$ cat src/dtfd_cfg.svh
// Constants of the terminal function decoder: codes, offsets, resets, timing.
// Assumes inclusion by bare name from every file that needs them.
`ifndef DTFD_CFG_SVH
`define DTFD_CFG_SVH

// Terminal function codes
`define DTFD_F_NONE 6'h00
`define DTFD_F_INCH 6'h01
`define DTFD_F_INCH_FWD 6'h02
`define DTFD_F_INCH_REV 6'h03
`define DTFD_F_DIR_SEL 6'h04
`define DTFD_F_RUN 6'h05
`define DTFD_F_FWD 6'h06
`define DTFD_F_REV 6'h07
`define DTFD_F_STOP 6'h08
`define DTFD_F_PRESET1 6'h09
`define DTFD_F_PRESET2 6'h0A
`define DTFD_F_PRESET3 6'h0B
`define DTFD_F_PRESET4 6'h0C
`define DTFD_F_ACC1 6'h0D
`define DTFD_F_ACC2 6'h0E
`define DTFD_F_UP 6'h0F
`define DTFD_F_DOWN 6'h10
`define DTFD_F_HALT 6'h11
`define DTFD_F_FAULT_RST 6'h12
`define DTFD_F_LOOP 6'h13
`define DTFD_F_SEQ 6'h14
`define DTFD_F_TIMER1 6'h15
`define DTFD_F_TIMER2 6'h16
`define DTFD_F_PULSE 6'h17
`define DTFD_F_CNT_RST 6'h18
`define DTFD_F_PAUSE 6'h19
`define DTFD_F_CHAN_Y 6'h1A
`define DTFD_F_THERM 6'h20

// Relay condition codes
`define DTFD_R_NONE 6'h00
`define DTFD_R_RUN 6'h01
`define DTFD_R_FREQ_HIT 6'h02
`define DTFD_R_FAULT 6'h03
`define DTFD_R_ZERO 6'h04
`define DTFD_R_THR1 6'h05
`define DTFD_R_THR2 6'h06
`define DTFD_R_MAX 6'h20

// Register byte addresses
`define DTFD_A_TERM_FUNC 8'h00
`define DTFD_A_RELAY 8'h04
`define DTFD_A_BASE 8'h08
`define DTFD_A_START 8'h0C
`define DTFD_A_THR1 8'h10
`define DTFD_A_THR2 8'h14
`define DTFD_A_MIN 8'h18
`define DTFD_A_MAX 8'h1C
`define DTFD_A_TMR1 8'h20
`define DTFD_A_TMR2 8'h24
`define DTFD_A_JOG 8'h28
`define DTFD_A_STATUS 8'h2C
`define DTFD_A_SETPT 8'h30
`define DTFD_A_COUNT 8'h34

// Reset values, frequencies in 0.01 Hz
`define DTFD_RST_RELAY 6'h03
`define DTFD_RST_JOG 16'h01F4
`define DTFD_RST_BASE 16'h1388
`define DTFD_RST_MAX 16'h1388
`define DTFD_RST_MIN 16'h0000
`define DTFD_RST_START 16'h0032
`define DTFD_RST_TMR 16'h03E8
`define DTFD_PERSIST_BIT 8

// Timing: clock period and ramp/timer tick, in ns
`define DTFD_CLK_NS 5
`define DTFD_TICK_NS 1000000
`define DTFD_TICK_CYC (`DTFD_TICK_NS / `DTFD_CLK_NS)
`define DTFD_PULSE_MAX_HZ 250

`endif

$ cat src/dtfd_pkg.sv
// Types of the terminal function decoder.
// Assumes nothing beyond a SystemVerilog compiler.
package dtfd_pkg;
   typedef logic [5:0] dtfd_code_t;
   typedef logic [15:0] dtfd_freq_t;
   typedef logic [1:0] dtfd_acc_t;
   typedef logic [3:0] dtfd_preset_t;
endpackage

$ cat src/dtfd_term_if.sv
// Carrier of synchronised terminal levels between decoder modules.
// Assumes both ends run on core_clk.
`timescale 1ns/1ps
`default_nettype none
interface dtfd_term_if #(parameter int TERMINALS = 4);
   logic [TERMINALS-1:0] level;
   modport src (output level);
   modport dst (input level);
endinterface
`default_nettype wire

$ cat src/dtfd_decoder.sv
// Drive terminal function decoder: terminal codes to drive commands, relay select.
// Assumes a 200 MHz core_clk, sync reset, plain register port, async pins.
`timescale 1ns/1ps
`default_nettype none
`include "dtfd_cfg.svh"
module dtfd_decoder import dtfd_pkg::*; #(
   parameter int TERMINALS = 4,
   parameter int TICK_CYC = `DTFD_TICK_CYC,
   parameter int COUNT_W = 16
) (
   input wire logic core_clk,
   input wire logic rst,
   input wire logic [TERMINALS-1:0] term_pins,
   input wire logic restart,
   input wire logic drive_running,
   input wire logic fault_active,
   input wire logic [15:0] output_frequency,
   input wire logic [7:0] reg_addr,
   input wire logic [31:0] reg_wdata,
   input wire logic reg_wr,
   input wire logic reg_rd,
   output logic [31:0] reg_rdata,
   output logic run_cmd,
   output logic reverse_run,
   output logic inching_run,
   output logic inching_reverse,
   output logic stop_cmd,
   output logic emergency_halt,
   output logic [3:0] preset_index,
   output logic use_primary,
   output logic [1:0] accel_set,
   output logic [15:0] freq_command,
   output logic fault_clear,
   output logic loop_regulator,
   output logic sequence_program,
   output logic timer1_reached,
   output logic timer2_reached,
   output logic [COUNT_W-1:0] pulse_count,
   output logic pause_drive,
   output logic channel_y,
   output logic motor_thermistor,
   output logic relay_contact
);
   if (TERMINALS < 1 || TERMINALS > 4) begin : bad_terminals
      $error("TERMINALS must be 1 to 4");
   end
   if (TICK_CYC < 1 || COUNT_W < 1 || COUNT_W > 32) begin : bad_counts
      $error("TICK_CYC and COUNT_W out of range");
   end

   dtfd_term_if #(.TERMINALS(TERMINALS)) term ();

   dtfd_term_sync #(.TERMINALS(TERMINALS)) u_sync (
      .core_clk(core_clk),
      .rst(rst),
      .pins(term_pins),
      .term(term)
   );

   dtfd_code_t term_code [TERMINALS];
   dtfd_code_t relay_sel;
   logic updown_persist;
   dtfd_freq_t base_frequency_setting;
   dtfd_freq_t start_freq;
   dtfd_freq_t thr1;
   dtfd_freq_t thr2;
   dtfd_freq_t min_freq;
   dtfd_freq_t max_freq;
   dtfd_freq_t jog_freq;
   logic [15:0] tmr1_set;
   logic [15:0] tmr2_set;
   dtfd_freq_t setpoint;
   logic [15:0] tmr1_cnt;
   logic [15:0] tmr2_cnt;
   logic [31:0] tick_cnt;
   logic tick;
   logic fault_rst_prev;
   logic seq_prev;
   logic pulse_prev;

   // True when any terminal coded f is active
   function automatic logic fn_on(input logic [TERMINALS-1:0] lvl,
                                  input dtfd_code_t codes [TERMINALS],
                                  input dtfd_code_t f);
      logic hit;
      hit = 1'b0;
      for (int i = 0; i < TERMINALS; i++) begin
         if (lvl[i] && codes[i] == f) begin
            hit = 1'b1;
         end
      end
      return hit;
   endfunction

   // Four selector bits, first to fourth, to preset number
   function automatic dtfd_preset_t preset_of(input logic [3:0] b);
      unique case (b)
         4'b1000: return 4'h1;
         4'b0100: return 4'h2;
         4'b0010: return 4'h3;
         4'b0001: return 4'h4;
         4'b1100: return 4'h5;
         4'b1010: return 4'h6;
         4'b1001: return 4'h7;
         4'b0110: return 4'h8;
         4'b0101: return 4'h9;
         4'b0011: return 4'hA;
         4'b1110: return 4'hB;
         4'b1101: return 4'hC;
         4'b1011: return 4'hD;
         4'b0111: return 4'hE;
         4'b1111: return 4'hF;
         4'b0000: return 4'h0;
      endcase
   endfunction

   // Reserved codes never match any decode below
   logic a_inch, a_inch_f, a_inch_r, a_dir, a_run, a_fwd, a_rev, a_stop;
   logic a_up, a_down, a_halt, a_frst, a_loop, a_seq, a_t1, a_t2;
   logic a_pulse, a_crst, a_pause, a_chan, a_therm, a_acc1, a_acc2;
   logic [3:0] a_pre;
   assign a_inch = fn_on(term.level, term_code, `DTFD_F_INCH);
   assign a_inch_f = fn_on(term.level, term_code, `DTFD_F_INCH_FWD);
   assign a_inch_r = fn_on(term.level, term_code, `DTFD_F_INCH_REV);
   assign a_dir = fn_on(term.level, term_code, `DTFD_F_DIR_SEL);
   assign a_run = fn_on(term.level, term_code, `DTFD_F_RUN);
   assign a_fwd = fn_on(term.level, term_code, `DTFD_F_FWD);
   assign a_rev = fn_on(term.level, term_code, `DTFD_F_REV);
   assign a_stop = fn_on(term.level, term_code, `DTFD_F_STOP);
   assign a_pre[3] = fn_on(term.level, term_code, `DTFD_F_PRESET1);
   assign a_pre[2] = fn_on(term.level, term_code, `DTFD_F_PRESET2);
   assign a_pre[1] = fn_on(term.level, term_code, `DTFD_F_PRESET3);
   assign a_pre[0] = fn_on(term.level, term_code, `DTFD_F_PRESET4);
   assign a_acc1 = fn_on(term.level, term_code, `DTFD_F_ACC1);
   assign a_acc2 = fn_on(term.level, term_code, `DTFD_F_ACC2);
   assign a_up = fn_on(term.level, term_code, `DTFD_F_UP);
   assign a_down = fn_on(term.level, term_code, `DTFD_F_DOWN);
   assign a_halt = fn_on(term.level, term_code, `DTFD_F_HALT);
   assign a_frst = fn_on(term.level, term_code, `DTFD_F_FAULT_RST);
   assign a_loop = fn_on(term.level, term_code, `DTFD_F_LOOP);
   assign a_seq = fn_on(term.level, term_code, `DTFD_F_SEQ);
   assign a_t1 = fn_on(term.level, term_code, `DTFD_F_TIMER1);
   assign a_t2 = fn_on(term.level, term_code, `DTFD_F_TIMER2);
   assign a_pulse = fn_on(term.level, term_code, `DTFD_F_PULSE);
   assign a_crst = fn_on(term.level, term_code, `DTFD_F_CNT_RST);
   assign a_pause = fn_on(term.level, term_code, `DTFD_F_PAUSE);
   assign a_chan = fn_on(term.level, term_code, `DTFD_F_CHAN_Y);
   assign a_therm = fn_on(term.level, term_code, `DTFD_F_THERM);

   // Register writes
   always_ff @(posedge core_clk) begin
      if (rst) begin
         for (int i = 0; i < TERMINALS; i++) begin
            term_code[i] <= `DTFD_F_NONE;
         end
         relay_sel <= `DTFD_RST_RELAY;
         updown_persist <= 1'b0;
         base_frequency_setting <= `DTFD_RST_BASE;
         start_freq <= `DTFD_RST_START;
         thr1 <= `DTFD_RST_MAX;
         thr2 <= `DTFD_RST_MAX;
         min_freq <= `DTFD_RST_MIN;
         max_freq <= `DTFD_RST_MAX;
         jog_freq <= `DTFD_RST_JOG;
         tmr1_set <= `DTFD_RST_TMR;
         tmr2_set <= `DTFD_RST_TMR;
      end else if (reg_wr) begin
         unique case (reg_addr)
            `DTFD_A_TERM_FUNC: begin
               for (int i = 0; i < TERMINALS; i++) begin
                  term_code[i] <= reg_wdata[8*i +: 6];
               end
            end
            `DTFD_A_RELAY: begin
               // Codes above 32 refused, old selection kept
               if (reg_wdata[5:0] <= `DTFD_R_MAX) begin
                  relay_sel <= reg_wdata[5:0];
               end
               updown_persist <= reg_wdata[`DTFD_PERSIST_BIT];
            end
            `DTFD_A_BASE: base_frequency_setting <= reg_wdata[15:0];
            `DTFD_A_START: start_freq <= reg_wdata[15:0];
            `DTFD_A_THR1: thr1 <= reg_wdata[15:0];
            `DTFD_A_THR2: thr2 <= reg_wdata[15:0];
            `DTFD_A_MIN: min_freq <= reg_wdata[15:0];
            `DTFD_A_MAX: max_freq <= reg_wdata[15:0];
            `DTFD_A_TMR1: tmr1_set <= reg_wdata[15:0];
            `DTFD_A_TMR2: tmr2_set <= reg_wdata[15:0];
            `DTFD_A_JOG: jog_freq <= reg_wdata[15:0];
            default: ;
         endcase
      end
   end

   // Register reads, data one cycle after the strobe, zero elsewhere
   always_ff @(posedge core_clk) begin
      if (rst) begin
         reg_rdata <= '0;
      end else if (reg_rd) begin
         unique case (reg_addr)
            `DTFD_A_TERM_FUNC: begin
               reg_rdata <= '0;
               for (int i = 0; i < TERMINALS; i++) begin
                  reg_rdata[8*i +: 6] <= term_code[i];
               end
            end
            `DTFD_A_RELAY: reg_rdata <= {23'h0, updown_persist, 2'h0, relay_sel};
            `DTFD_A_BASE: reg_rdata <= {16'h0, base_frequency_setting};
            `DTFD_A_START: reg_rdata <= {16'h0, start_freq};
            `DTFD_A_THR1: reg_rdata <= {16'h0, thr1};
            `DTFD_A_THR2: reg_rdata <= {16'h0, thr2};
            `DTFD_A_MIN: reg_rdata <= {16'h0, min_freq};
            `DTFD_A_MAX: reg_rdata <= {16'h0, max_freq};
            `DTFD_A_TMR1: reg_rdata <= {16'h0, tmr1_set};
            `DTFD_A_TMR2: reg_rdata <= {16'h0, tmr2_set};
            `DTFD_A_JOG: reg_rdata <= {16'h0, jog_freq};
            `DTFD_A_STATUS: reg_rdata <= {12'h0, accel_set, preset_index,
               relay_contact, motor_thermistor, channel_y, pause_drive,
               timer2_reached, timer1_reached, loop_regulator, use_primary,
               emergency_halt, stop_cmd, inching_reverse, inching_run,
               reverse_run, run_cmd};
            `DTFD_A_SETPT: reg_rdata <= {16'h0, setpoint};
            `DTFD_A_COUNT: reg_rdata <= 32'(pulse_count);
            default: reg_rdata <= '0;
         endcase
      end else begin
         reg_rdata <= '0;
      end
   end

   // Run, stop and direction
   always_ff @(posedge core_clk) begin
      if (rst) begin
         run_cmd <= 1'b0;
         reverse_run <= 1'b0;
         stop_cmd <= 1'b0;
         emergency_halt <= 1'b0;
      end else begin
         stop_cmd <= a_stop;
         emergency_halt <= a_halt;
         // Stop and emergency override any run request
         run_cmd <= (a_run | a_fwd | a_rev) & ~a_stop & ~a_halt;
         reverse_run <= a_rev | a_dir;
      end
   end

   // Jog requests
   always_ff @(posedge core_clk) begin
      if (rst) begin
         inching_run <= 1'b0;
         inching_reverse <= 1'b0;
      end else begin
         inching_run <= (a_inch | a_inch_f | a_inch_r) & ~a_halt;
         inching_reverse <= a_inch_r;
      end
   end

   // Preset and ramp-time selection
   always_ff @(posedge core_clk) begin
      if (rst) begin
         preset_index <= 4'h0;
         use_primary <= 1'b1;
         accel_set <= 2'h0;
      end else begin
         preset_index <= preset_of(a_pre);
         use_primary <= (a_pre == 4'h0);
         accel_set <= {a_acc2, a_acc1};
      end
   end

   // Ramp tick shared by up/down and timers
   always_ff @(posedge core_clk) begin
      if (rst) begin
         tick_cnt <= '0;
         tick <= 1'b0;
      end else if (tick_cnt == 32'(TICK_CYC - 1)) begin
         tick_cnt <= '0;
         tick <= 1'b1;
      end else begin
         tick_cnt <= tick_cnt + 32'h1;
         tick <= 1'b0;
      end
   end

   // Up/down setpoint; both active cancel out
   always_ff @(posedge core_clk) begin
      if (rst) begin
         setpoint <= `DTFD_RST_BASE;
      end else if (reg_wr && reg_addr == `DTFD_A_BASE) begin
         setpoint <= reg_wdata[15:0];
      end else if (restart && !updown_persist) begin
         setpoint <= base_frequency_setting;
      end else if (tick && a_up && !a_down && setpoint < max_freq) begin
         setpoint <= setpoint + 16'h1;
      end else if (tick && a_down && !a_up && setpoint > min_freq) begin
         setpoint <= setpoint - 16'h1;
      end
   end

   // Jog frequency takes priority over the normal setpoint
   always_ff @(posedge core_clk) begin
      if (rst) begin
         freq_command <= `DTFD_RST_BASE;
      end else begin
         freq_command <= (a_inch | a_inch_f | a_inch_r) ? jog_freq : setpoint;
      end
   end

   // Fault clear and sequence start are one-cycle pulses on activation
   always_ff @(posedge core_clk) begin
      if (rst) begin
         fault_rst_prev <= 1'b0;
         seq_prev <= 1'b0;
         fault_clear <= 1'b0;
         sequence_program <= 1'b0;
      end else begin
         fault_rst_prev <= a_frst;
         seq_prev <= a_seq;
         fault_clear <= a_frst & ~fault_rst_prev;
         sequence_program <= a_seq & ~seq_prev;
      end
   end

   // Level functions
   always_ff @(posedge core_clk) begin
      if (rst) begin
         loop_regulator <= 1'b0;
         pause_drive <= 1'b0;
         channel_y <= 1'b0;
         motor_thermistor <= 1'b0;
      end else begin
         loop_regulator <= a_loop;
         pause_drive <= a_pause;
         channel_y <= a_chan;
         motor_thermistor <= a_therm;
      end
   end

   // Timers run only while their contact is on, cleared when it drops
   always_ff @(posedge core_clk) begin
      if (rst) begin
         tmr1_cnt <= '0;
         tmr2_cnt <= '0;
         timer1_reached <= 1'b0;
         timer2_reached <= 1'b0;
      end else begin
         if (!a_t1) begin
            tmr1_cnt <= '0;
         end else if (tick && tmr1_cnt < tmr1_set) begin
            tmr1_cnt <= tmr1_cnt + 16'h1;
         end
         if (!a_t2) begin
            tmr2_cnt <= '0;
         end else if (tick && tmr2_cnt < tmr2_set) begin
            tmr2_cnt <= tmr2_cnt + 16'h1;
         end
         timer1_reached <= a_t1 && tmr1_cnt >= tmr1_set;
         timer2_reached <= a_t2 && tmr2_cnt >= tmr2_set;
      end
   end

   // Pulse counter; synchronised edges resolve far above 250 Hz
   always_ff @(posedge core_clk) begin
      if (rst) begin
         pulse_prev <= 1'b0;
         pulse_count <= '0;
      end else begin
         pulse_prev <= a_pulse;
         if (a_crst) begin
            pulse_count <= '0;
         end else if (a_pulse && !pulse_prev) begin
            pulse_count <= pulse_count + COUNT_W'(1);
         end
      end
   end

   // Relay condition; codes 7 to 32 not served here, contact open
   always_ff @(posedge core_clk) begin
      if (rst) begin
         relay_contact <= 1'b0;
      end else begin
         unique case (relay_sel)
            `DTFD_R_NONE: relay_contact <= 1'b0;
            `DTFD_R_RUN: relay_contact <= drive_running;
            `DTFD_R_FREQ_HIT: relay_contact <= output_frequency == freq_command;
            `DTFD_R_FAULT: relay_contact <= fault_active;
            `DTFD_R_ZERO: relay_contact <= output_frequency < start_freq;
            `DTFD_R_THR1: relay_contact <= output_frequency >= thr1;
            `DTFD_R_THR2: relay_contact <= output_frequency >= thr2;
            default: relay_contact <= 1'b0;
         endcase
      end
   end
endmodule
`default_nettype wire

$ cat src/dtfd_term_sync.sv
// Three-stage synchroniser for the terminal pins.
// Assumes pins are asynchronous to core_clk; feeds the decoder via the carrier.
`timescale 1ns/1ps
`default_nettype none
module dtfd_term_sync #(
   parameter int TERMINALS = 4
) (
   input wire logic core_clk,
   input wire logic rst,
   input wire logic [TERMINALS-1:0] pins,
   dtfd_term_if.src term
);
   logic [TERMINALS-1:0] stage1;
   logic [TERMINALS-1:0] stage2;
   logic [TERMINALS-1:0] stage3;

   // First stage feeds only the second
   always_ff @(posedge core_clk) begin
      if (rst) begin
         stage1 <= '0;
         stage2 <= '0;
         stage3 <= '0;
      end else begin
         stage1 <= pins;
         stage2 <= stage1;
         stage3 <= stage2;
      end
   end

   // A level counts once stages two and three agree; filters one-cycle glitches
   always_ff @(posedge core_clk) begin
      if (rst) begin
         term.level <= '0;
      end else begin
         for (int i = 0; i < TERMINALS; i++) begin
            if (stage2[i] == stage3[i]) begin
               term.level[i] <= stage3[i];
            end
         end
      end
   end
endmodule
`default_nettype wire

$ cat config.mk
export PLATFORM = sky130hd
export DESIGN_NAME = dtfd_decoder
export DESIGN_NICKNAME = d
export VERILOG_FILES = /design/src/dtfd_pkg.sv /design/src/dtfd_term_if.sv /design/src/dtfd_decoder.sv /design/src/dtfd_term_sync.sv
export VERILOG_INCLUDE_DIRS = /design/src /design/src/src
export SDC_FILE = /design/constraint.sdc
export NUM_CORES = 1
export LEC_CHECK = 0
export BUFFER_PORTS_ARGS = -buffer_cell sky130_fd_sc_hd__buf_2
export CELL_PAD_IN_SITES_DETAIL_PLACEMENT = 1
export CELL_PAD_IN_SITES_GLOBAL_PLACEMENT = 1
export CORE_MARGIN = 8
export CORE_UTILIZATION = 49
export CTS_BUF_LIST = sky130_fd_sc_hd__clkbuf_4 sky130_fd_sc_hd__clkbuf_8 sky130_fd_sc_hd__clkbuf_16
export CTS_CLUSTER_SIZE = 10
export DETAILED_ROUTE_END_ITERATION = 10
export PLACE_DENSITY_LB_ADDON = 0.3
export SLEW_MARGIN = 10
export SYNTH_ARGS = -nofsm -noshare
export SYNTH_HDL_FRONTEND = slang
export SYNTH_SLANG_ARGS = --single-unit
export TNS_END_PERCENT = 100
$ cat constraint.sdc
create_clock -name core_clk -period 5.9 [get_ports core_clk]
set_input_delay 1.18 -clock core_clk [delete_from_list [all_inputs] [get_ports core_clk]]
set_output_delay 1.18 -clock core_clk [all_outputs]
set_load 0.01 [all_outputs]
## Word-level counts from Yosys, hierarchy flattened

Memory sizes are Yosys's and may differ from the RTL's. A register that Yosys moved wholly into a read port is not among the register bits.
Cells that the tools add are included.

| operators by class | value |
|---|---|
| add/subtract/negate cells | 6 |
| magnitude comparators | 10 |
| equal/unequal tests | 133 |
| muxes and demuxes | 116 |
| bitwise logic cells | 17 |
| reductions and logical operators | 145 |

Operators with widths:

| operator | number |
|---|---|
| 30-bit one-hot mux with 14 select lines | 1 |
| 6-bit by 5-bit == test with 1-bit output (second input constant) | 44 |
| 6-bit by 4-bit == test with 1-bit output (second input constant) | 32 |
| 1-bit logical AND | 121 |
| 6-bit by 3-bit == test with 1-bit output (second input constant) | 19 |
| 1-bit two-way mux | 109 |
| 16-bit two-way mux | 5 |
| 16-bit by 1-bit adder with 16-bit output (second input constant) | 4 |
| 16-bit >= comparator | 4 |
| 16-bit < comparator | 4 |
| 6-bit by 2-bit == test with 1-bit output (second input constant) | 10 |
| 8-bit by 6-bit == test with 1-bit output (second input constant) | 6 |
| 32-bit by 1-bit adder with 32-bit output (second input constant) | 1 |
| 32-bit by 18-bit == test with 1-bit output (second input constant) | 1 |
| 8-bit by 5-bit == test with 1-bit output (second input constant) | 4 |
| 6-bit by 1-bit == test with 1-bit output (second input constant) | 5 |
| 6-bit == test (second input constant) | 4 |
| 2-bit AND reduction | 11 |
| 16-bit == test | 1 |
| 8-bit by 4-bit == test with 1-bit output (second input constant) | 2 |
| 16-bit > comparator | 1 |
| 16-bit by 1-bit subtractor with 16-bit output (second input constant) | 1 |
| 2-bit OR reduction | 5 |
| 8-bit by 3-bit == test with 1-bit output (second input constant) | 1 |
| other kinds (11) | 31 |

| word-level totals | value |
|---|---|
| register bits after elaboration | 357 |
| bits in read-only memories | 64 |
| input port bits | 67 |
| output and inout bits | 86 |
| logic and storage cells | 478 |
| memories kept | 1 |

Memories:

| memory | words | bits a word | read ports | clocked after memory_dff | wr ports | RTL line | RTL |
|---|---|---|---|---|---|---|---|
| (no name shown) | 16 | 4 | 1 | 1 | 0 | dtfd_decoder.sv:97 | `unique case (b)` |

## Logic depth before layout (Yosys ltp)

Gate-level depths: netlist of the first run.

| logic depth | value |
|---|---|
| depth in word-level cells | 13 |
| gate-level depth with buffers | 17 |
| mapped depth without buffers | 17 |

## Hierarchy

A second synthesis of the first run with hierarchy kept.

| second synthesis, totals | value |
|---|---|
| cell total of the unflattened synthesis | 2,340 |
| area total of the unflattened synthesis | 18,828.1 µm² |

Modules (own cells, without submodules):

| module | instances | cells an instance | area each (µm²) | sequential area each (µm²) |
|---|---|---|---|---|
| dtfd_decoder | 1 | 2,299 | 18,341.3 | 6,826.5 |
| dtfd_term_sync | 1 | 41 | 486.7 | 320.3 |

## Least setup slack after synthesis of the first run

Ideal clock, no wire load.

| path | value |
|---|---|
| path kind | register -> register |
| start point | register max_freq[13] |
| end point | register setpoint[10] |
| setup time | 0.070 ns |
| arrival | 3.782 ns |
| data required time | 5.830 ns |
| setup slack | 2.047 ns |
| cell stages (with the launch flop) | 17 |
| path buffers | 0 |
| clock period less this slack | 3.853 ns |
| cells stage by stage | dfxtp_1 > inv_1 > ha_1 > a21o_1 > a21o_1 > a221o_1 > nor3_2 > o211ai_2 > ha_1 > nor2b_1 > o31a_1 > o211a_1 > o21a_1 > o21ai_0 > a31oi_1 > or3_1 > a21oi_1 |

| between the ends | value |
|---|---|
| cells in the longest elaborated chain, start to end | 5 |
| elaborated cells between the ends (all ways) | 6 |
| those cells by class | 1 x order compare; 3 x mux; 2 x reduce/logical |

RTL lines:

| item | RTL line | RTL |
|---|---|---|
| start, declared | dtfd_decoder.sv:68 | `dtfd_freq_t max_freq;` |
| start signal, assigned | dtfd_decoder.sv:163 | `` max_freq <= `DTFD_RST_MAX; `` |
| start signal, assigned | dtfd_decoder.sv:186 | `` `DTFD_A_MAX: max_freq <= reg_wdata[15:0]; `` |
| 16-bit < comparator * | dtfd_decoder.sv:293 | `end else if (tick && a_up && !a_down && setpoint < max_freq) begin` |
| 1-bit logical AND * | dtfd_decoder.sv:293 |  |
| 16-bit two-way mux | dtfd_decoder.sv:293 |  |
| 16-bit two-way mux | dtfd_decoder.sv:291 | `end else if (restart && !updown_persist) begin` |
| 16-bit two-way mux | dtfd_decoder.sv:289 | `` end else if (reg_wr && reg_addr == `DTFD_A_BASE) begin `` |
| end signal, assigned | dtfd_decoder.sv:290 | `setpoint <= reg_wdata[15:0];` |
| end signal, assigned | dtfd_decoder.sv:292 | `setpoint <= base_frequency_setting;` |
| end signal, assigned | dtfd_decoder.sv:294 | `setpoint <= setpoint + 16'h1;` |
| end, declared | dtfd_decoder.sv:72 | `dtfd_freq_t setpoint;` |

Every way passes the cells marked *; elsewhere a longest branch is shown, timed or not.
A chain may end at the register's enable or synchronous reset.

## Final worst setup path of the first run

| path | value |
|---|---|
| start point | register term_code[22] in the netlist's numbering |
| end point | register setpoint[12] |

| between the ends | value |
|---|---|
| cells in the longest elaborated chain, start to end | 12 |
| elaborated cells between the ends (all ways) | 24 |
| those cells by class | 2 x eq/ne; 11 x mux; 11 x reduce/logical |

RTL lines:

| item | RTL line | RTL |
|---|---|---|
| start, declared | dtfd_decoder.sv:60 | `dtfd_code_t term_code [TERMINALS];` |
| start signal, assigned by index | dtfd_decoder.sv:154 | `` term_code[i] <= `DTFD_F_NONE; `` |
| start signal, assigned by index | dtfd_decoder.sv:171 | `term_code[i] <= reg_wdata[8*i +: 6];` |
| 6-bit by 4-bit == test with 1-bit output / 6-bit by 5-bit == test with 1-bit output (equally long branches) | dtfd_decoder.sv:88 | `if (lvl[i] && codes[i] == f) begin` |
| 1-bit logical AND | dtfd_decoder.sv:88 |  |
| 1-bit two-way mux (4 in series) | dtfd_decoder.sv:88 |  |
| 1-bit logical AND / 1-bit logical NOT (equally long branches) | dtfd_decoder.sv:293 |  |
| 1-bit logical AND (2 in series) | dtfd_decoder.sv:293 |  |
| 16-bit two-way mux | dtfd_decoder.sv:293 |  |
| 16-bit two-way mux | dtfd_decoder.sv:291 |  |
| 16-bit two-way mux | dtfd_decoder.sv:289 |  |

Several ways; a longest one is shown, not always the timed one.

==> flow_summary_export.csv, run 1 <==
group,metric,value,unit
sta,min_period,4.48,ns
synthesis,synth_top_family_by_area,"simple AND/OR/NAND/NOR gates",
global_routing,grt_pass1_vias,19400,
sta,fin_tns_setup,0,ns
synthesis,synth_area_per_cell,8.03,um2
synthesis,synth.distinct_cells,77,
placed_design,place_hpwl,55400,um
critical_path,cpPeakStageDelay,0.85,ns
global_routing,track_usage,33.0,%
final_layout,finalNetCount,2650,
route,firstDrtPassIters,5,
sta,finalSetupViolations,0,
route,wl_per_cell,25.5,um
synthesis,synthTopCellsByArea,"dfxtp_1 (38%), ha_1 (9.0%), nand2_1 (7.3%), a21oi_1 (5.0%), nor2_1 (4.0%)",
global_routing,grt_max_degree,164,
floorplanning,die_w,213,um
flow_run,maxCapViolCount,0,
synthesis,synth.largest_area_cell,"dfxtp_1",
clock_network,cts_root_buffer,"clkbuf_16",
clock_network,cts.sink_count,357,
critical_path,cp-start-kind,"flip-flop",
sta,finalCritPeriodShare,76.0,%
floorplanning,core,0.0384,mm2
sta,drv_slew,0,
route,detail-route-antenna-nets,0,
hold_path,hp-class,"reg2reg",
final_layout,antenna_cells,0,
synthesis,ys.flop_type,"dfxtp_1",
placed_design,gp_congestion,0.976,
synthesis,syn_area,0.0189,mm2
clock_network,cts_tree,"yes",
critical_path,slowest_stage,"nor4_1",
pwr,max-vdd-ir-drop,226,uV
synthesis,synthCells,2358,
pwr,p_per_area,248,mW/mm2
route,drc,0,
synthesis,synthSimpleGateAreaFrac,23.0,%
final_layout,regMostFlops,"tick_cnt",
critical_path,cp_data_required_time,6.37,ns
clock_network,clk_pin_slew,0.06,ns
route,dr.first_iter.drc_count,1627,
floorplanning,die-area,0.0452,mm2
synthesis,synthXorXnorAreaFrac,4.07,%
status,status,"complete, no violations",
clock_network,post_cts_buffers,0,
critical_path,worstPathCellList,"or3b_1 -> nor3_1 -> nor4_1 -> nor3_2 -> o211ai_2 -> buf_4 -> inv_1 -> fa_1 -> nor2b_1 -> o31a_1 -> o211a_1 -> o21a_1 -> o21ai_0 -> a211oi_1 -> o2111ai_1 -> o31a_1",
synthesis,synth_seq_area_share,37.7,%
sta,fmaxAchievable,0.223,GHz
placed_design,portBuffers,144,
global_routing,grt_first_pass_wirelength,115000,um
floorplanning,io_pins,153,
final_layout,post-route-util,55.6,%
route,viasPerCell,6.32,
floorplanning,fp.dieH,213,um
final_layout,reg_top3,"tick_cnt (32), reg_rdata (28), term_code (24)",
synthesis,ys_seq_elements,357,
clock_network,cts_buffers,43,
synthesis,synth-edff-count,0,
synthesis,synth.top_cell.area_share,37.7,%
floorplanning,rows,72,
final_layout,largest_reg_flops,32,
floorplanning,start_util,49.4,%
synthesis,synthAdderAreaFrac,9.09,%
final_layout,syn2layout_area_growth,12.6,%
clock_network,htreeDepth,2,
clock_network,insertion_delay,0.59,ns
synthesis,synth_mux_area_share,1.32,%
pwr,p_leak,8.18,nW
sta,hold_violations,0,
sta,clock-skew-final,0.0287,ns
synthesis,ys_async_sr_fraction,0,%
global_routing,antenna_found_initial,1,
critical_path,arrival,4.95,ns
critical_path,cp-end-kind,"flip-flop",
route,wl,76100,um
global_routing,grt_overflow,0,
sta,rsz0062_at_grt,"false",
sta,relSlewSlack,12.2,%
clock_network,clock_path_buffers,3,
final_layout,fillers,4757,
synthesis,synth_compound_area_share,19.5,%
critical_path,cp_common_cell,"o31a_1",
clock_network,ctsResizeCount,0,
sta,tightest_slew,1.31,ns
critical_path,cp_max_fo,21,
final_layout,layout-drive-gt1-share,10.5,%
clock_network,cts.hold.buffers_added,0,
critical_path,critical_path_class,"reg2reg",
synthesis,yosys_warnings,0,
route,dr_total_vias,18800,
Yosys cell counts (4+ instances only):
cell type	count
a2111oi_0	6
a22oi_1	64
clkbuf_1	112
a221o_1	7
nor3_1	42
a221oi_1	25
o21a_1	13
nor4_1	20
a21o_1	42
a222oi_1	5
nor3b_1	4
or3_1	18
nand4_1	41
xnor2_1	31
a31oi_1	23
and2_1	19
nor2b_1	34
nand3_1	99
dfxtp_1	357
xor2_1	57
buf_1	5
buf_2	7
a22o_1	27
o311ai_0	4
mux2i_1	25
a21oi_1	189
nand2_1	367
inv_1	125
nor2_1	202
and4_1	5
o211ai_1	37
or2_2	7
and3_1	37
nand3b_1	10
a211oi_1	16
a41oi_1	4
nand2b_1	16
a211o_1	5
buf_4	4
ha_1	136
o21ai_0	49
cells by family (layout without fill, tap and decap cells):
kind of cell / count (synthesis) / in the layout
buf+inv: 257 / 358
simple gates: 941 / 941
flops: 357 / 357
fa+ha+maj: 137 / 137
compound gates: 552 / 552
xor+xnor: 88 / 88
other cells: 1 / 4
mux: 25 / 25
power breakdown:
| part | internal, W | switching [W] | total, W | leakage [nW] |
|---|---|---|---|---|
| logic | 0.000115 | 0.000228 | 0.000344 | 4.67 |
| clock network | 0.00144 | 0.00104 | 0.00248 | 0.629 |
| registers | 0.00243 | 0.0000293 | 0.00246 | 2.88 |
cell usage in the layout, fill, tap and decap left out, types with 19 or more instances in the layout:
| master | instances |
|---|---|
| nand2_1 | 367 |
| clkbuf_16 | 44 |
| a22o_1 | 27 |
| inv_1 | 125 |
| nand3_1 | 99 |
| dfxtp_1 | 357 |
| a22oi_1 | 64 |
| a21oi_1 | 189 |
| and2_1 | 19 |
| a21o_1 | 42 |
| mux2i_1 | 25 |
| o211ai_1 | 37 |
| nor4_1 | 20 |
| buf_4 | 25 |
| xnor2_1 | 31 |
| a221oi_1 | 25 |
| ha_1 | 136 |
| buf_2 | 143 |
| o21ai_0 | 49 |
| nor2_1 | 197 |
| a31oi_1 | 23 |
| and3_1 | 37 |
| nand4_1 | 41 |
| nor3_1 | 40 |
| nor2b_1 | 34 |
| xor2_1 | 57 |
metal layers:
metal	wire length [um]	part of all wire (%)	vias up	global-route usage, %
met5	15	0.020	-	0.556
met4	5480	7.2	2	22.1
met3	6040	7.9	274	6.65
met2	35000	46	866	53.7
met1	29600	39	9227	39.0
li1	-	-	8478	-
critical path: cells and delay by family (launching register included):
family	cells	cell delay, ns
simple gates	5	1.66
compound gates	8	1.44
flops	1	0.49
fa+ha+maj	1	0.39
buf+inv	2	0.38
path summary, 6_finish.rpt:
path,startpoint,endpoint,slack [ns],cells past startpoint
max reg2reg,term_code[22],setpoint[12],1.42,16
max,term_code[22],setpoint[12],1.42,16
min reg2reg,fault_rst_prev,fault_clear,0.38,1
min,fault_rst_prev,fault_clear,0.38,1
metrics by stage:
stage          total power (W)  instance area [um2]  setup WS (ns)  hold WS, ns  instances
2_1_floorplan          0.00270                19000           2.05        0.367       2361
3_3_place_gp           0.00282                20000           1.59        0.371       2918
3_5_place_dp           0.00284                20000           1.46        0.380       2918
4_1_cts                0.00530                21300           1.45        0.388       2979
5_1_grt                0.00542                21300           1.10        0.406       2980
6_report               0.00528                21300           1.42        0.383       2980
cell type report:
type                            instances  area [um2]  share of cell area, %
Timing Repair Buffer                  171         950                   4.45
Clock inverter                          3        32.5                  0.153
Sequential cell                       357        7150                   33.5
Tap cell                              518         648                   3.04
Multi-Input combinational cell       1747       10900                   50.9
Clock buffer                           58        1230                   5.77
Inverter                              126         473                   2.22
Note: power is estimated with default switching activity, not from simulation.
==> run 2: changes to the inputs <==
Settings changed: ABC_AREA from default to 1, CORE_UTILIZATION 49 to 40.
Clock period 5.9 ns to 4.1 ns, I/O delays scaled along.
==> run 2 against run 1 <==
Against the previous run: core utilization down 9.5 points; hold slack improved by 0.0082 ns; critical path depth down 1; sequential power grew 43%; cell area increased by 5.3%; synthesized cell count rose by 16%; critical path type unchanged; largest cell class unchanged; largest power group unchanged.
==> flow_summary_export.csv, run 2 <==
group,metric,value,unit
status,status,"complete, no violations",
placed_design,gp_congestion,0.992,
route,wl,81600,um
global_routing,grt_pass1_vias,20900,
hold_path,hp-class,"reg2reg",
sta,fmaxAchievable,0.261,GHz
final_layout,final_common_cell,"nand2_1",
floorplanning,die_w,238,um
clock_network,clock_path_buffers,3,
sta,clock-skew-final,0.0173,ns
critical_path,cp_max_fo,20,
final_layout,syn2layout_area_growth,14.4,%
flow_run,maxCapViolCount,0,
critical_path,critical_path_class,"reg2reg",
placed_design,placed_area,0.0211,mm2
critical_path,slowest_stage,"dfxtp_1",
clock_network,insertion_delay,0.58,ns
sta,drv_slew,0,
critical_path,cp-end-kind,"flip-flop",
final_layout,finalNetCount,3087,
global_routing,antenna_found_initial,2,
sta,fin_tns_setup,0,ns
sta,finalCritPeriodShare,93.5,%
critical_path,worstPathCellList,"ha_1 -> nand2_1 -> nor4_1 -> nand2_1 -> nand2_4 -> inv_1 -> fa_1 -> o21ai_0 -> a21boi_0 -> o21ai_0 -> nand2_1 -> nand3_1 -> nand3_1 -> a21oi_1 -> nor2_1",
floorplanning,fp.dieH,238,um
global_routing,grt_max_degree,72,
synthesis,ys_seq_elements,357,
sta,hold_violations,0,
route,firstDrtPassIters,5,
clock_network,cts_tree,"yes",
synthesis,yosys_warnings,0,
critical_path,arrival,4.29,ns
route,drc,0,
synthesis,synthCells,2742,
synthesis,synth.largest_area_cell,"dfxtp_1",
clock_network,cts_root_buffer,"clkbuf_16",
final_layout,regMostFlops,"tick_cnt",
floorplanning,start_util,40.3,%
global_routing,grt_overflow,0,
synthesis,netlist_top_cells_count,"nand2_1 (416), inv_1 (397), dfxtp_1 (357)",
synthesis,syn_area,0.0196,mm2
pwr,max-vdd-ir-drop,248,uV
final_layout,largest_reg_flops,32,
critical_path,cp_data_required_time,4.56,ns
final_layout,reg_top3,"tick_cnt (32), reg_rdata (28), term_code (24)",
pwr,p_per_area,354,mW/mm2
clock_network,ctsResizeCount,0,
critical_path,cpPeakStageDelay,0.63,ns
synthesis,synth_area_per_cell,7.16,um2
clock_network,cts.sink_count,357,
synthesis,synth.top_cell.area_share,36.4,%
floorplanning,rows,81,
synthesis,synthTopCellsByArea,"dfxtp_1 (36%), ha_1 (8.7%), a21oi_1 (8.1%), nand2_1 (8.0%), inv_1 (7.6%)",
placed_design,place_hpwl,62700,um
sta,min_period,3.83,ns
critical_path,cp-start-kind,"flip-flop",
sta,relSlewSlack,45.4,%
synthesis,synth_seq_area_share,36.4,%
clock_network,cts.hold.buffers_added,0,
route,dr.first_iter.drc_count,1321,
placed_design,portBuffers,144,
pwr,p_leak,9.50,nW
synthesis,ys_async_sr_fraction,0,%
global_routing,grt_first_pass_wirelength,124000,um
route,viasPerCell,5.67,
synthesis,synth-edff-count,0,
global_routing,track_usage,28.1,%
final_layout,layout-drive-gt1-share,11.0,%
sta,finalSetupViolations,0,
sta,tightest_slew,0.818,ns
floorplanning,core,0.0487,mm2
final_layout,finish.instance_area,0.0225,mm2
sta,rsz0062_at_grt,"false",
clock_network,post_cts_buffers,0,
critical_path,rrSetupSlack,0.27,ns
final_layout,final_cell_mix,"nand2_1 (416), inv_1 (397), dfxtp_1 (357)",
floorplanning,io_pins,153,
synthesis,synth.distinct_cells,64,
route,wl_per_cell,22.9,um
synthesis,ys.flop_type,"dfxtp_1",
clock_network,htreeDepth,2,
route,detail-route-antenna-nets,0,
critical_path,cp_common_cell,"nand2_1",
clock_network,clk_pin_slew,0.06,ns
synthesis,synth_most_common_cell,"nand2_1",
clock_network,cts_buffers,44,
route,dr_total_vias,20200,
floorplanning,die-area,0.0564,mm2
-- run 2: cell count changes in the layout (fill, tap and decap cells not counted), sizes merged, moves of 35 or more --
cell / change
a21o: -39
a21oi: +131
a22oi: -58
and3: -35
inv: +286
nand2: +53
nor2: +38
o21ai: +216
o22ai: +52
-- run 2: cell type report --
class	count	area, um2
antenna	1	2.50
tap	664	831
fill	6215	26300
inverter	417	1570
clock buffer	64	1310
sequential	357	7150
timing repair buffer	189	1080
clock inverter	2	35.0
multi-input combinational	1874	10500
-- run 2: worst paths after layout --
check | to | start | cells after the start
setup reg to reg | setpoint[10] | setpoint[9] | 15
setup / recovery | setpoint[10] | setpoint[9] | 15
hold reg to reg | sequence_program | seq_prev | 1
hold / removal | sequence_program | seq_prev | 1
-- run 2: power breakdown --
| part | switching (W) | internal, W |
|---|---|---|
| Clock | 0.00155 | 0.00225 |
| Combinational | 0.000420 | 0.000193 |
| Sequential | 0.0000325 | 0.00350 |
| Total | 0.00200 | 0.00594 |
-- run 2: worst max-delay path: cells and delay by family, from the launching register on --
kind / cells / cell delay [ns]
adder cells (fa/ha/maj): 2 / 0.62
flip-flops: 1 / 0.63
AO/OA/AOI/OAI: 4 / 1.08
buffers and inverters: 1 / 0.09
AND/OR/NAND/NOR: 8 / 1.28
-- run 2: kinds of logic after synthesis --
kind of cell | share of synthesized area, %
flops | 36.4
buf+inv | 10.3
simple gates | 21.8
compound gates | 21.3
fa+ha+maj | 8.77
xor+xnor | 1.43
other cells | 0.0191
-- run 2: per-layer routing --
| layer | global-route usage (%) | vias to the layer above | wire length, um |
|---|---|---|---|
| li1 | - | 9504 | - |
| met4 | 16.6 | 0 | 5170 |
| met1 | 34.7 | 9845 | 34700 |
| met3 | 4.52 | 220 | 4920 |
| met2 | 46.1 | 665 | 36800 |
| met5 | 0 | - | 0 |
-- run 2: metrics by stage --
stage	setup WS, ns	utilization [%]	std cells	hold slack, ns	power, W
CTS	0.323	46.1	3567	0.392	0.00799
detailed placement	0.357	43.3	3501	0.384	0.00421
floorplan	1.07	-	2745	0.376	0.00394
global placement	0.498	43.3	3501	0.385	0.00418
finish	0.268	46.1	3568	0.391	0.00795
global route	0.0166	46.1	3568	0.414	0.00819
==> run 3: changes to the inputs <==
--- a/config.mk
+++ b/config.mk
@@ -21,2 +21,3 @@
 export SYNTH_HDL_FRONTEND = slang
+export SYNTH_HIERARCHICAL = 1
 export SYNTH_SLANG_ARGS = --single-unit
==> constraint.sdc (replaced) <==
create_clock -name core_clk -period 4.1 [get_ports core_clk]
set_input_delay 0.205 -clock core_clk [delete_from_list [all_inputs] [get_ports core_clk]]
set_output_delay 0.205 -clock core_clk [all_outputs]
set_load 0.01 [all_outputs]
==> run 3 against run 2 <==
Against the previous run: clock power hardly changed; total power hardly changed; cell count is 0.14% higher; highest routed layer unchanged.
==> flow_summary_export.csv, run 3 <==
group,metric,value,unit
synthesis,synth_seq_area_share,36.1,%
synthesis,synthTopCellsByArea,"dfxtp_1 (36%), ha_1 (8.6%), nand2_1 (8.5%), a21oi_1 (8.4%), inv_1 (6.9%)",
final_layout,finish.instance_area,0.0227,mm2
synthesis,synth-edff-count,0,
synthesis,synthCells,2739,
route,detail-route-antenna-nets,0,
final_layout,final_cell_mix,"nand2_1 (447), inv_1 (362), dfxtp_1 (357)",
sta,min_period,3.57,ns
route,viasPerCell,5.72,
global_routing,grt_max_degree,76,
critical_path,cp_data_required_time,4.56,ns
clock_network,ctsResizeCount,0,
route,wl_per_cell,23.6,um
synthesis,syn_area,0.0198,mm2
final_layout,finalNetCount,3093,
synthesis,netlist_top_cells_count,"nand2_1 (447), inv_1 (363), dfxtp_1 (357)",
sta,finalSetupViolations,0,
critical_path,cp-end-kind,"flip-flop",
critical_path,cpPeakStageDelay,0.53,ns
synthesis,synth.largest_area_cell,"dfxtp_1",
sta,fmaxAchievable,0.280,GHz
synthesis,synth_area_per_cell,7.23,um2
clock_network,cts.hold.buffers_added,24,
clock_network,cts_root_buffer,"clkbuf_16",
pwr,p_leak,9.46,nW
global_routing,grt_overflow,0,
global_routing,antenna_found_initial,6,
synthesis,ys.flop_type,"dfxtp_1",
global_routing,track_usage,28.9,%
synthesis,synth_compound_area_share,20.6,%
floorplanning,io_pins,153,
floorplanning,fp.dieH,239,um
pwr,max-vdd-ir-drop,278,uV
placed_design,place_hpwl,64900,um
synthesis,synthAdderAreaFrac,8.69,%
floorplanning,rows,81,
sta,fin_tns_setup,0,ns
sta,tightest_slew,1.15,ns
status,status,"complete, no violations",
sta,finalWorstSetupSlack,0.533,ns
critical_path,cp_common_cell,"nand2_1",
critical_path,slowest_stage,"dfxtp_1",
final_layout,fillers,6235,
clock_network,cts_buffers,44,
final_layout,post-route-util,46.4,%
sta,rsz0062_at_grt,"false",
sta,hold_violations,0,
floorplanning,core,0.0490,mm2
clock_network,htreeDepth,2,
clock_network,cts.sink_count,357,
route,dr_total_vias,20400,
hold_path,hp-class,"in2reg",
floorplanning,die-area,0.0569,mm2
clock_network,insertion_delay,0.58,ns
critical_path,arrival,4.03,ns
flow_run,maxCapViolCount,0,
synthesis,synth_most_common_cell,"nand2_1",
critical_path,critical_path_class,"reg2reg",
route,drc,0,
synthesis,synth_top_family_by_area,"simple AND/OR/NAND/NOR gates",
final_layout,final_cell_count_no_fill,3573,
synthesis,synth.distinct_cells,64,
critical_path,cp_max_fo,10,
sta,drv_slew,0,
synthesis,synth.top_cell.area_share,36.1,%
sta,finalCritPeriodShare,87.0,%
floorplanning,die_w,239,um
final_layout,layout-drive-gt1-share,11.1,%
clock_network,clock_path_buffers,3,
synthesis,synth_mux_area_share,0,%
final_layout,final_common_cell,"nand2_1",
placed_design,dp.cells,3483,
placed_design,portBuffers,144,
global_routing,grt_pass1_vias,20800,
route,wl,84400,um
pwr,p_per_area,350,mW/mm2
sta,relSlewSlack,23.3,%
critical_path,cp-start-kind,"flip-flop",
placed_design,gp_congestion,1.02,
final_layout,largest_reg_flops,32,
route,firstDrtPassIters,7,
floorplanning,start_util,40.5,%
final_layout,reg_top3,"tick_cnt (32), reg_rdata (28), term_code (24)",
synthesis,ys_async_sr_fraction,0,%
synthesis,yosys_warnings,6,
sta,clock-skew-final,0.0213,ns
clock_network,clk_pin_slew,0.06,ns
critical_path,worstPathCellList,"nand2_1 -> nor2_1 -> nand2_1 -> nand2_1 -> o21ai_1 -> nor2_2 -> nand2_2 -> ha_1 -> a21oi_1 -> o21ai_0 -> a21boi_0 -> nor3_1 -> o21ai_0 -> nand3_1 -> a21oi_1 -> nor2_1",
final_layout,regMostFlops,"tick_cnt",
synthesis,synthSimpleGateAreaFrac,22.5,%
route,dr.first_iter.drc_count,1690,
final_layout,syn2layout_area_growth,14.7,%
clock_network,cts_tree,"yes",
global_routing,grt_first_pass_wirelength,127000,um
clock_network,post_cts_buffers,0,
placed_design,placed_area,0.0211,mm2
synthesis,ys_seq_elements,357,
synthesis,synthXorXnorAreaFrac,2.34,%
placed_design,dp_worst_setup_slack,0.600,ns
-- run 3: layout make-up --
| cell class | instances | area (um2) | area share, % |
|---|---|---|---|
| Sequential cell | 357 | 7150 | 31.5 |
| Clock buffer | 61 | 1320 | 5.81 |
| Multi-Input combinational cell | 1900 | 10700 | 47.3 |
| Clock inverter | 4 | 31.3 | 0.138 |
| Inverter | 387 | 1460 | 6.43 |
| Timing Repair Buffer | 199 | 1190 | 5.25 |
| Tap cell | 664 | 831 | 3.66 |
| Antenna cell | 1 | 2.50 | 0.0110 |
-- run 3: cell families (layout without fill, tap and decap cells) --
| logic type | Yosys count | after routing |
|---|---|---|
| fa+ha+maj | 137 | 137 |
| other cells | 1 | 5 |
| buf+inv | 485 | 651 |
| xor+xnor | 53 | 53 |
| simple gates | 965 | 965 |
| flops | 357 | 357 |
| compound gates | 741 | 741 |
-- run 3: worst max-delay path, delay by kind of cell, from the launching register on --
kind	cells	cell delay, ns
and+or+nand+nor	9	1.32
AOI/OAI and AO/OA	6	1.18
DFF	1	0.53
adders and majority gates	1	0.41
-- run 3: power breakdown --
part | total [W] | switching (W) | internal, W
Clock | 0.00378 | 0.00157 | 0.00221
Combinational | 0.000633 | 0.000427 | 0.000206
Sequential | 0.00353 | 0.0000294 | 0.00350
Total | 0.00795 | 0.00203 | 0.00592
-- run 3: worst paths after layout --
check / from / to / slack, ns / cells past startpoint
max reg2reg: term_code[18] / setpoint[10] / 0.53 / 16
min reg2reg: fault_rst_prev / fault_clear / 0.39 / 1
max: term_code[18] / setpoint[10] / 0.53 / 16
min: drive_running / relay_contact / 0.1 / 5
-- run 3: per-layer routing --
layer  up-vias  part of all wire, %  GRT usage, %
met5         -                    0             0
met2       765                   46          48.6
met4         0                  5.3          13.7
met3       216                  6.7          4.60
li1       9518                    -             -
met1      9946                   42          36.1
-- run 3: metrics by stage --
step | hold slack [ns] | power, W
finish | 0.0978 | 0.00795
global placement | 0.383 | 0.00418
CTS | 0.0691 | 0.00799
detailed placement | 0.385 | 0.00421
global route | 0.0991 | 0.00820
floorplan | 0.276 | 0.00395
